$ cat src/rtl/tmr_pkg.sv
// Package of register map, field positions, reset values and timing counts
// Function
// - Source select clear: timer mode, count every instruction cycle without prescaler
// - Software write to count register suppresses counting for two instruction cycles
// - Source select set: counter mode, count edges of external count input
// - Edge select clear counts rising edges, set counts falling edges
// - Scaler assign clear gives prescaler to timer, set gives it to watchdog
// - Assign bit and ratio field set prescaler assignment and ratio
// - Overflow flag sets when count rolls from maximum to zero
// - Timer interrupt request only while overflow interrupt enable is set
// - Overflow flag stays set until software clears it
// - Timer stops counting during sleep
// - External source synchronised by sampling at second and fourth phase clocks
// - Prescaler divides external input as a ripple counter, symmetrical output
// - Count advances some cycles after the external edge, not at it
// - One 8-bit scaler; whoever lacks it runs undivided
// - Timer-assigned prescaler clears on every write to count register
// - Watchdog-assigned prescaler clears on watchdog clear instruction
// - Software cannot read or write the prescaler count
`default_nettype none
package tmr_pkg;
  // Register indices and byte addresses
  localparam logic [7:0] count_register_idx = 8'h01;
  localparam logic [7:0] irq_control_register_idx = 8'h0b;
  localparam logic [7:0] timer_and_port_options_idx = 8'h81;
  localparam logic [7:0] control_status_idx = 8'h90;
  localparam logic [11:0] count_register_addr = {2'h0, count_register_idx, 2'h0};
  localparam logic [11:0] irq_control_addr = {2'h0, irq_control_register_idx, 2'h0};
  localparam logic [11:0] options_addr = {2'h0, timer_and_port_options_idx, 2'h0};
  localparam logic [11:0] control_status_addr = {2'h0, control_status_idx, 2'h0};
  // Option fields
  localparam int count_source_select_bit = 5;
  localparam int count_edge_select_bit = 4;
  localparam int scaler_assign_bit = 3;
  localparam int scale_ratio_lsb = 0;
  // Interrupt control fields
  localparam int overflow_irq_enable_bit = 5;
  localparam int overflow_flag_bit = 2;
  // Control/status fields
  localparam int sleep_bit = 0;
  localparam int wdt_clear_bit = 1;
  // Reset values
  localparam logic [7:0] options_reset = 8'hff;
  localparam logic [7:0] irq_control_reset = 8'h00;
  localparam logic [7:0] count_reset = 8'h00;
  // Timing
  localparam int clock_ns = 100;
  localparam int instr_ns = 400;
  localparam int phases_per_cycle = instr_ns / clock_ns;
  localparam int write_inhibit_cycles = 2;
  typedef enum logic [1:0] {
    ph_q1 = 2'b00,
    ph_q2 = 2'b01,
    ph_q3 = 2'b10,
    ph_q4 = 2'b11
  } phase_e;
endpackage
`default_nettype wire

$ cat src/rtl/scaler_if.sv
// Interface between timer core and shared scaler
`default_nettype none
interface scaler_if;
  logic src_edge;
  logic clear;
  logic [7:0] count;
  modport core (output src_edge, output clear, input count);
  modport scaler (input src_edge, input clear, output count);
endinterface
`default_nettype wire

$ cat src/rtl/shared_scaler.sv
// Shared 8-bit ripple-style scaler counter
`default_nettype none
module shared_scaler #(
  parameter int width = 8
) (
  // Clock and reset
  input wire logic pclk,
  input wire logic presetn,
  // Core side
  scaler_if.scaler sc
);
  logic [width-1:0] stage;
  // Binary count; each bit toggles on fall of the one below, as a ripple chain
  always_ff @(posedge pclk or negedge presetn) begin
    if (!presetn) begin
      stage <= '0;
    end else if (sc.clear) begin
      stage <= '0;
    end else if (sc.src_edge) begin
      stage <= stage + 1'b1;
    end
  end
  assign sc.count = stage;
endmodule // shared_scaler
`default_nettype wire

$ cat src/rtl/timer0_with_shared_prescaler.sv
// Timer/counter with shared prescaler, APB slave
//
// Added by the designer: register access over APB.
`default_nettype none
module timer0_with_shared_prescaler
  import tmr_pkg::*;
(
  // APB
  input wire logic pclk,
  input wire logic presetn,
  input wire logic psel,
  input wire logic penable,
  input wire logic pwrite,
  input wire logic [11:0] paddr,
  input wire logic [31:0] pwdata,
  output logic [31:0] prdata,
  output logic pready,
  output logic pslverr,
  // Pins and watchdog side
  input wire logic external_count_input,
  input wire logic wdt_tick,
  output logic timer_irq,
  output logic wdt_scaled_tick,
  output logic wdt_counter_clear
);
  scaler_if sc ();
  shared_scaler #(.width(8)) u_scaler (.pclk(pclk), .presetn(presetn), .sc(sc));

  logic [7:0] options;
  logic [7:0] count_register;
  logic overflow_flag;
  logic overflow_irq_enable;
  logic sleep_mode;
  logic [1:0] inhibit;
  logic [1:0] phase;
  logic pin_sync;
  logic pin_prev;
  logic tap;
  logic tap_q;
  logic tap_samp;
  logic instr_tick;
  logic samp_strobe;
  logic inc;
  logic acc;
  logic wr;
  logic wr_count;
  logic wdt_clr;
  logic timer_owns;
  logic src_edge;
  logic [7:0] next_count;
  logic [31:0] next_rdata;

  // Bit of the scaler counter that marks a given division
  function automatic logic tap_bit(input logic [7:0] cnt, input logic [2:0] sel);
    tap_bit = cnt[sel];
  endfunction

  assign acc = psel && penable;
  assign wr = acc && pwrite;
  assign wr_count = wr && (paddr == count_register_addr);
  assign wdt_clr = wr && (paddr == control_status_addr) && pwdata[wdt_clear_bit];
  assign timer_owns = !options[scaler_assign_bit];
  assign instr_tick = (phase == 2'(ph_q4));
  assign samp_strobe = (phase == 2'(ph_q2)) || (phase == 2'(ph_q4));

  // Phase counter: four clocks per instruction cycle
  always_ff @(posedge pclk or negedge presetn) begin
    if (!presetn) begin
      phase <= 2'h0;
    end else begin
      phase <= phase + 2'h1;
    end
  end

  // External pin edge detection
  always_ff @(posedge pclk or negedge presetn) begin
    if (!presetn) begin
      pin_sync <= 1'b0;
      pin_prev <= 1'b0;
    end else begin
      pin_sync <= external_count_input;
      pin_prev <= pin_sync;
    end
  end

  // Scaler source: selected pin edge or instruction cycle; watchdog tick if watchdog owns it
  always_comb begin
    if (!timer_owns) begin
      src_edge = wdt_tick;
    end else if (options[count_source_select_bit]) begin
      if (options[count_edge_select_bit]) begin
        src_edge = pin_prev && !pin_sync;
      end else begin
        src_edge = !pin_prev && pin_sync;
      end
    end else begin
      src_edge = instr_tick && !sleep_mode;
    end
  end
  assign sc.src_edge = src_edge && !sleep_mode;
  assign sc.clear = (wr_count && timer_owns) || (wdt_clr && !timer_owns);

  // Scaler output: ratio 2^(n+1) for timer, the pin itself when unassigned
  // Counted event is a fall of tap except in timer mode without prescaler, so a rising pin edge is inverted
  always_comb begin
    if (timer_owns) begin
      tap = tap_bit(sc.count, options[2:0]);
    end else if (options[count_edge_select_bit]) begin
      tap = pin_sync;
    end else begin
      tap = !pin_sync;
    end
  end

  // Sampled at second and fourth phases before use
  always_ff @(posedge pclk or negedge presetn) begin
    if (!presetn) begin
      tap_samp <= 1'b0;
      tap_q <= 1'b0;
    end else if (phase == 2'(ph_q2) || phase == 2'(ph_q4)) begin
      tap_samp <= tap;
      tap_q <= tap_samp;
    end
  end

  // Increment source; each pair of consecutive samples is judged once
  always_comb begin
    if (!options[count_source_select_bit] && !timer_owns) begin
      inc = instr_tick;
    end else begin
      inc = samp_strobe && tap_q && !tap_samp;
    end
  end

  // Count register
  always_ff @(posedge pclk or negedge presetn) begin
    if (!presetn) begin
      count_register <= count_reset;
      inhibit <= 2'h0;
    end else if (wr_count) begin
      count_register <= pwdata[7:0];
      inhibit <= 2'(write_inhibit_cycles);
    end else begin
      if (instr_tick && inhibit != 2'h0) begin
        inhibit <= inhibit - 2'h1;
      end
      if (inc && !sleep_mode && inhibit == 2'h0) begin
        count_register <= count_register + 8'h01;
      end
    end
  end

  // Overflow flag, set wins over clear
  always_ff @(posedge pclk or negedge presetn) begin
    if (!presetn) begin
      overflow_flag <= 1'b0;
    end else if (inc && !sleep_mode && !wr_count && inhibit == 2'h0
                 && count_register == 8'hff) begin
      overflow_flag <= 1'b1;
    end else if (wr && paddr == irq_control_addr) begin
      overflow_flag <= pwdata[overflow_flag_bit];
    end
  end

  // Option, enable and sleep registers
  always_ff @(posedge pclk or negedge presetn) begin
    if (!presetn) begin
      options <= options_reset;
      overflow_irq_enable <= 1'b0;
      sleep_mode <= 1'b0;
    end else if (wr) begin
      if (paddr == options_addr) begin
        options <= pwdata[7:0];
      end
      if (paddr == irq_control_addr) begin
        overflow_irq_enable <= pwdata[overflow_irq_enable_bit];
      end
      if (paddr == control_status_addr) begin
        sleep_mode <= pwdata[sleep_bit];
      end
    end
  end

  // Watchdog postscaler output: ratio 2^n, undivided when timer owns scaler
  always_ff @(posedge pclk or negedge presetn) begin
    if (!presetn) begin
      wdt_scaled_tick <= 1'b0;
      wdt_counter_clear <= 1'b0;
    end else begin
      wdt_counter_clear <= wdt_clr;
      if (timer_owns) begin
        wdt_scaled_tick <= wdt_tick;
      end else if (options[2:0] == 3'h0) begin
        wdt_scaled_tick <= wdt_tick;
      end else begin
        wdt_scaled_tick <= wdt_tick && (sc.count[options[2:0] - 3'h1 +: 1] == 1'b1)
          && ((sc.count & ((8'h01 << options[2:0]) - 8'h01)) == ((8'h01 << options[2:0])
          - 8'h01));
      end
    end
  end

  // Interrupt request
  always_ff @(posedge pclk or negedge presetn) begin
    if (!presetn) begin
      timer_irq <= 1'b0;
    end else begin
      timer_irq <= overflow_flag && overflow_irq_enable;
    end
  end

  // Read mux; prescaler itself has no address
  always_comb begin
    next_rdata = 32'h0000_0000;
    unique case (paddr)
      count_register_addr: next_rdata = {24'h0, count_register};
      irq_control_addr: next_rdata = {26'h0, overflow_irq_enable, 2'h0, overflow_flag, 2'h0};
      options_addr: next_rdata = {24'h0, options};
      control_status_addr: next_rdata = {31'h0, sleep_mode};
      default: next_rdata = 32'h0000_0000;
    endcase
  end

  // APB answer: no wait states
  always_ff @(posedge pclk or negedge presetn) begin
    if (!presetn) begin
      prdata <= 32'h0000_0000;
      pready <= 1'b0;
      pslverr <= 1'b0;
    end else begin
      pready <= psel && !penable;
      pslverr <= psel && !penable && !(paddr == count_register_addr
        || paddr == irq_control_addr || paddr == options_addr
        || paddr == control_status_addr);
      if (psel && !penable && !pwrite) begin
        prdata <= next_rdata;
      end
    end
  end
endmodule // timer0_with_shared_prescaler
`default_nettype wire

$ cat config.mk
export PLATFORM = sky130hd
export DESIGN_NAME = timer0_with_shared_prescaler
export DESIGN_NICKNAME = d
export VERILOG_FILES = /design/src/rtl/tmr_pkg.sv /design/src/rtl/scaler_if.sv /design/src/rtl/shared_scaler.sv /design/src/rtl/timer0_with_shared_prescaler.sv
export SDC_FILE = /design/constraint.sdc
export NUM_CORES = 1
export LEC_CHECK = 0
export BUFFER_PORTS_ARGS = -buffer_cell sky130_fd_sc_hd__buf_2
export CAP_MARGIN = 20
export CORE_MARGIN = 5
export CORE_UTILIZATION = 40
export CTS_CLUSTER_SIZE = 20
export DETAILED_ROUTE_END_ITERATION = 10
export RECOVER_POWER = 25
export SYNTH_ARGS = -nofsm -noshare
export SYNTH_HDL_FRONTEND = slang
export SYNTH_HIERARCHICAL = 1
export SYNTH_SLANG_ARGS = --single-unit
$ cat constraint.sdc
create_clock -name pclk -period 3.05 [get_ports pclk]
set_input_delay 0.61 -clock pclk [delete_from_list [all_inputs] [get_ports pclk]]
set_output_delay 0.61 -clock pclk [all_outputs]
set_load 0.05 [all_outputs]
==> qor.yml, run 1 <==
detailed_routing:
  dr.pass1.iters: 4
  ant_nets: 0
  routedWlPerCell_um: 14.3
  route.detailed.drc: 0
  drt-initial-drc-count: 87
  num_vias: 2303
  viasPerCell: 5.11
  routed_wl_mm: 6.46
global_route:
  grt_usage_pct: 14.3
  grt_start_max_net_pins: 49
  grt_pass1_wl_mm: 11.2
  grt_overflow: 0
  antenna_found_initial: 0
  first_global_vias: 2292
yosys:
  synth-simple-area-share_pct: 18.1
  synth_edf_count: 0
  yosysWarnings: 6
  synth_cells: 311
  synth-seq-area-share_pct: 40.3
  synth-seq-cells: 48
  ys_types: 49
  synthXorXnorAreaFrac_pct: 4.37
  avgSynthCellArea_um2: 9.67
  synth_area_mm2: 0.00301
  synth_compound_area_share_pct: 12.0
  async_flop_share_pct: 100
  synthAdderAreaFrac_pct: 4.58
  synth_mux_area_share_pct: 11.9
  synth_top_flop_cell: "dfrtp_1"
  synth_top_family_by_area: "simple AND/OR/NAND/NOR gates"
clock_tree:
  postCtsSetupBuffers: 0
  cts_tree: "yes"
  h-tree-depth: 2
  hold_buffers: 0
  clock_latency_ns: 0.30
  cts_buffers: 5
  cts_root_buf: "clkbuf_8"
  cts_resized: 0
  clock-sinks: 48
  clkTransAtPathRegs_ns: 0.09
  cts.path.max_buffers: 2
floorplan:
  fp-row-count: 31
  start_util_pct: 41.2
  die_w_um: 96.7
  core_area_mm2: 0.00729
  die_area_mm2: 0.00935
  ios: 88
  die_h_um: 96.7
worst_setup_path:
  crit_fanout: 10
  cp-start-kind: "flip-flop"
  worstSetupPathType: "flip-flop to flip-flop"
  crit_required_ns: 3.29
  cp.arrival_ns: 2.89
  endpoint_kind: "flip-flop"
placement:
  placed_area_mm2: 0.00323
  dpl.hpwl_mm: 4.82
  gp_congestion: 0.880
  port_buffers: 39
timing:
  relSlewSlack_pct: 21.8
  setup_tns_ns: 0
  finalCritPeriodShare_pct: 87.1
  hold_violations: 0
  fin_crit_ns: 2.66
  fin_skew_ns: 0.00905
  max_freq_mhz: 376
  worstMarginPinSlew_ns: 1.17
  setup_viol: 0
  rsz0062_at_grt: "no"
  drv_slew: 0
power:
  vdd_drop_max_mv: 0.229
  power.density_mw_per_mm2: 371
  switching_share_pct: 28.3
  leakagePower_uw: 0.00148
  p_seq_share_pct: 53.7
  pwr-share-comb_pct: 14.1
  p_total_uw: 1230
  p_sw_uw: 349
  intPower_uw: 883
  p_clk_share_pct: 32.2
worst_hold_path:
  hold_path_class: "input port to flip-flop"
final_layout:
  nets: 413
  drive_gt1_share_pct: 22.7
  fillers: 720
  diodes: 0
  finish.instance_area_mm2: 0.00332
  finish.utilization_pct: 45.5
  synthToLayoutAreaGrowth_pct: 10.4
run_status:
  status: "completed"
run:
  cap_violations: 0
worst max-delay path, cell delays in order, from the launching register on:
cell,delay [ns]
dfstp_2,0.67
inv_1,0.17
ha_1,0.30
nand2_1,0.13
ha_1,0.30
nor2_1,0.06
mux2i_1,0.14
o2bb2ai_1,0.08
a2111oi_0,0.48
a32o_1,0.28
stage by stage:
stage                     setup WS, ns  instances  hold slack, ns
after floorplan                  0.401        334           0.314
after global placement           0.264        443           0.419
after detailed placement         0.264        443           0.437
after CTS                        0.436        451           0.407
after global routing             0.143        451           0.403
final                            0.393        451           0.420
logic make-up after synthesis:
family	Yosys count
AOI/OAI and AO/OA	57
other	1
and+or+nand+nor	107
buffers and inverters	43
DFF	48
adders and majority gates	11
muxes	29
xor gates and xnor gates	15
routing by layer:
| metal | GRT usage, % | part of all wire (%) | up-vias |
|---|---|---|---|
| li1 | - | - | 1139 |
| met1 | 19.1 | 46 | 1099 |
| met2 | 23.6 | 48 | 60 |
| met3 | 2.59 | 4.7 | 5 |
| met4 | 4.21 | 1.3 | 0 |
| met5 | 0 | 0 | - |
cell type report:
type / count / area (µm²) / share of cell area (%)
sequential: 48 / 1210 / 36.5
clock inverter: 2 / 15.0 / 0.452
inverter: 9 / 33.8 / 1.02
tap: 99 / 124 / 3.73
timing repair buffer: 44 / 230 / 6.93
multi-input combinational: 243 / 1620 / 48.9
clock buffer: 6 / 82.6 / 2.49
final timing paths:
| path | slack, ns | start | cells after the start | end |
|---|---|---|---|---|
| setup / recovery | 0.39 | options[0] | 9 | wdt_scaled_tick |
| hold / removal | 0.42 | external_count_input | 1 | pin_sync |
| setup reg to reg | 0.39 | options[0] | 9 | wdt_scaled_tick |
| hold reg to reg | 0.45 | pin_sync | 0 | pin_prev |
| max in group asynchronous | 1.72 | presetn | 2 | count_register[1] |
| min in group asynchronous | 0.62 | presetn | 2 | u_scaler/sc.count[2] |
power by group through the flow:
stage                     Clock (µW)  Sequential, µW  Combinational (µW)
after floorplan                    0             680                 142
after global placement             0             673                 174
after detailed placement           0             674                 176
after CTS                        416             662                 176
after global routing             439             665                 195
final                            397             661                 174
placed cells by master, fill, tap and decap left out, types with 10 or more instances in the layout:
| cell type | synthesis | final |
|---|---|---|
| xnor2_1 | 10 | 10 |
| nand2_1 | 30 | 30 |
| mux2_2 | 11 | 11 |
| mux2i_1 | 13 | 13 |
| conb_1 | 1 | 24 |
| nor2_1 | 24 | 24 |
| o21ai_0 | 19 | 19 |
| a21oi_1 | 21 | 21 |
| ha_1 | 11 | 11 |
| buf_2 | 0 | 39 |
| dfrtp_1 | 40 | 40 |
Yosys cell counts (all sizes together) (2+ instances only):
cell	number	area share (%)
a21oi	21	3.5
nor4	4	0.83
dfstp	8	7.0
nor3	6	1.0
xnor2	10	2.9
a41o	2	0.67
buf	27	6.6
inv	9	1.1
nand3b	3	0.75
dfrtp	40	33
mux4	4	3.0
xor2	5	1.5
a31oi	2	0.42
mux2i	13	4.3
a311oi	2	0.58
mux2	12	4.6
nand4b	2	0.58
nor2	24	3.0
nand4	4	0.83
nand3	8	1.3
o21ai	19	3.2
and2	4	0.83
nand2	30	3.7
or3	6	1.3
nand2b	5	1.0
ha	11	4.6
clkbuf	7	0.87
and3	2	0.42
nor2b	4	0.83
state kept, by name, summed over array words and instances (netlist names), 2 cells and up:
name and count:
inhibit 2, phase 2, u_scaler/sc.count 8, count_register 8, options 8, prdata 8
Power figures use the tool's default switching activity.
==> inputs of run 2 (changes only) <==
--- a/config.mk
+++ b/config.mk
@@ -5,12 +5,12 @@
 export SDC_FILE = /design/constraint.sdc
 export NUM_CORES = 1
 export LEC_CHECK = 0
-export BUFFER_PORTS_ARGS = -buffer_cell sky130_fd_sc_hd__buf_2
 export CAP_MARGIN = 20
 export CORE_MARGIN = 5
 export CORE_UTILIZATION = 40
 export CTS_CLUSTER_SIZE = 20
 export DETAILED_ROUTE_END_ITERATION = 10
+export DONT_BUFFER_PORTS = 1
 export RECOVER_POWER = 25
 export SYNTH_ARGS = -nofsm -noshare
 export SYNTH_HDL_FRONTEND = slang
==> run 2 against run 1 <==
Against the previous run:
- the flow now finishes with violations (max-capacitance violations, max-slew violations)
- flip-flop and latch count stayed put
- worst hold slack worse by 0.29 ns
- largest cell class unchanged
- worst setup slack better by 0.0019 ns
- highest routed layer unchanged
==> qor.yml, run 2 (synthesis results as in run 1) <==
run:
  cap_violations: 1  # +1
timing:
  relSlewSlack_pct: -43.4  # -65 points
  setup_ws_ns: 0.395  # +0.00194 ns
  fin_crit_ns: 2.66  # -0.00194 ns
  max_freq_mhz: 377  # about the same
  setup_tns_ns: 0  # unchanged
  drv_slew: 41  # +41
  finalCritPeriodShare_pct: 87.1  # about the same
  rsz0062_at_grt: "no"
  hold_violations: 0  # unchanged
  worstMarginPinSlew_ns: 2.15  # +0.977 ns
  fin_skew_ns: 0.0110  # +0.00191 ns
  setup_viol: 0  # unchanged
placement:
  placed_area_mm2: 0.00302  # -6.3%
  port_buffers: 0  # -100%
  dp_cells: 403  # -9.0%
  gp_congestion: 0.841  # -4.4%
  post-place-ws_ns: 0.330  # +0.0666 ns
  dpl.hpwl_mm: 4.67  # -3.2%
final_layout:
  finish.instance_area_mm2: 0.00315  # -5.2%
  most-common-layout-cells: "dfrtp_1 (40), nand2_1 (30), nor2_1 (24), conb_1 (24), a21oi_1 (21)"
  final_common_cell: "dfrtp_1"
  stdcell_count: 412  # -8.6%
  fillers: 712  # -1.1%
  drive_gt1_share_pct: 12.8  # -9.9 points
  diodes: 0  # unchanged
  synthToLayoutAreaGrowth_pct: 4.66
  nets: 374  # -9.4%
floorplan:
  core_area_mm2: 0.00729  # unchanged
  die_h_um: 96.7  # unchanged
  fp-row-count: 31  # unchanged
  ios: 88  # unchanged
  die_w_um: 96.7  # unchanged
  die_area_mm2: 0.00935  # unchanged
  start_util_pct: 41.2  # unchanged
worst_setup_path:
  critPathSlowestCell: "dfstp_2"
  crit_end: "wdt_scaled_tick"
  crit_fanout: 10  # unchanged
  cp.arrival_ns: 2.86  # -0.03 ns
  regToRegSetupSlack_ns: 0.39  # about the same
  r2r_end: "wdt_scaled_tick"
  endpoint_kind: "flip-flop"
  cp_common_cell: "ha_1"
  slowest_delay_ns: 0.66  # about the same
  worstSetupPathType: "flip-flop to flip-flop"
  r2r-start: "options[0]"
  path_cells: "inv_1 -> ha_1 -> nand2_1 -> ha_1 -> nor4b_1 -> nand2b_1 -> a22oi_1 -> nor4_1 -> a32o_1"
  critical_path.startpoint: "options[0]"
  reg2regPathDepth: 9  # unchanged
  cp-start-kind: "flip-flop"
  crit_required_ns: 3.25  # -0.04 ns
clock_tree:
  clock_latency_ns: 0.31  # about the same
  cts_root_buf: "clkbuf_8"
  cts_resized: 0  # unchanged
  cts.path.max_buffers: 2  # unchanged
  postCtsSetupBuffers: 0  # unchanged
  cts_tree: "yes"
  clock-sinks: 48  # unchanged
  hold_buffers: 1  # +1
  clkTransAtPathRegs_ns: 0.10  # about the same
  h-tree-depth: 2  # unchanged
  cts_buffers: 5  # unchanged
power:
  vdd_drop_max_mv: 0.201  # -12%
  power.density_mw_per_mm2: 414  # +12%
  leakagePower_uw: 0.00133  # -10%
detailed_routing:
  routedWlPerCell_um: 15.6  # +8.6%
  route.detailed.drc: 0  # unchanged
  ant_nets: 0  # unchanged
  viasPerCell: 5.24  # +2.5%
  drt-initial-drc-count: 97  # +11%
  routed_wl_mm: 6.41  # -0.79%
  dr.pass1.iters: 4  # unchanged
  num_vias: 2157  # -6.3%
global_route:
  antenna_found_initial: 0  # unchanged
  grt_overflow: 0  # unchanged
  grt_pass1_wl_mm: 10.6  # -5.6%
  grt_start_max_net_pins: 41  # -16%
  grt_usage_pct: 13.6  # -0.73 points
  first_global_vias: 2064  # -9.9%
run_status:
  status: "finished, violations left"
  violations: "max-capacitance violations, max-slew violations"
worst_hold_path:
  hold_path_class: "input port to asynchronous set/reset pin"
## run 2: area by class of cell
type	count	area (µm²)	share of cell area, %
clock buffers	6	82.6	2.62
inverters	9	33.8	1.07
multi-input cells	243	1620	51.6
clock inverters	2	38.8	1.23
repair buffers	5	33.8	1.07
well taps	99	124	3.93
flip-flops and latches	48	1210	38.5
## run 2: worst min-delay path by stage
stage | startpoint | depth (start not counted) | slack (ns) | to
6_report | presetn | 0 | 0.13 | options[0]
3_5_place_dp | presetn | 0 | 0.32 | tap_samp
5_1_grt | presetn | 0 | 0.11 | options[0]
3_3_place_gp | presetn | 0 | 0.32 | phase[0]
4_1_cts | presetn | 0 | 0.13 | options[3]
2_1_floorplan | presetn | 0 | 0.31 | count_register[0]
## run 2: report_power, final
part	switching, µW	leakage, µW	internal (µW)	total (µW)
logic	105	0.000690	31.9	137
registers	16.1	0.000576	654	670
clock network	227	0.0000614	268	495
total	348	0.00133	954	1300
## run 2: worst max-delay path: cells and delay by family (launching register included)
kind / cells / cell delay [ns]
AND/OR/NAND/NOR: 4 / 0.72
flip-flops: 1 / 0.66
adder cells (fa/ha/maj): 2 / 0.60
AO/OA/AOI/OAI: 2 / 0.42
buffers and inverters: 1 / 0.16
## run 2: through the flow
stage | hold slack (ns) | utilization, % | power [µW]
after floorplan | 0.314 | - | 822
after global placement | 0.317 | 41.5 | 806
after detailed placement | 0.317 | 41.5 | 810
after CTS | 0.125 | 43.4 | 1320
after global routing | 0.114 | 43.2 | 1360
final | 0.132 | 43.2 | 1300
## run 2: per-layer routing
| metal | up-vias | part of all wire [%] | track usage (%) |
|---|---|---|---|
| met1 | 1022 | 45 | 18.7 |
| met3 | 11 | 6.0 | 2.73 |
| met2 | 69 | 47 | 21.2 |
| li1 | 1055 | - | - |
| met4 | 0 | 1.6 | 4.64 |
| met5 | - | 0 | 0 |
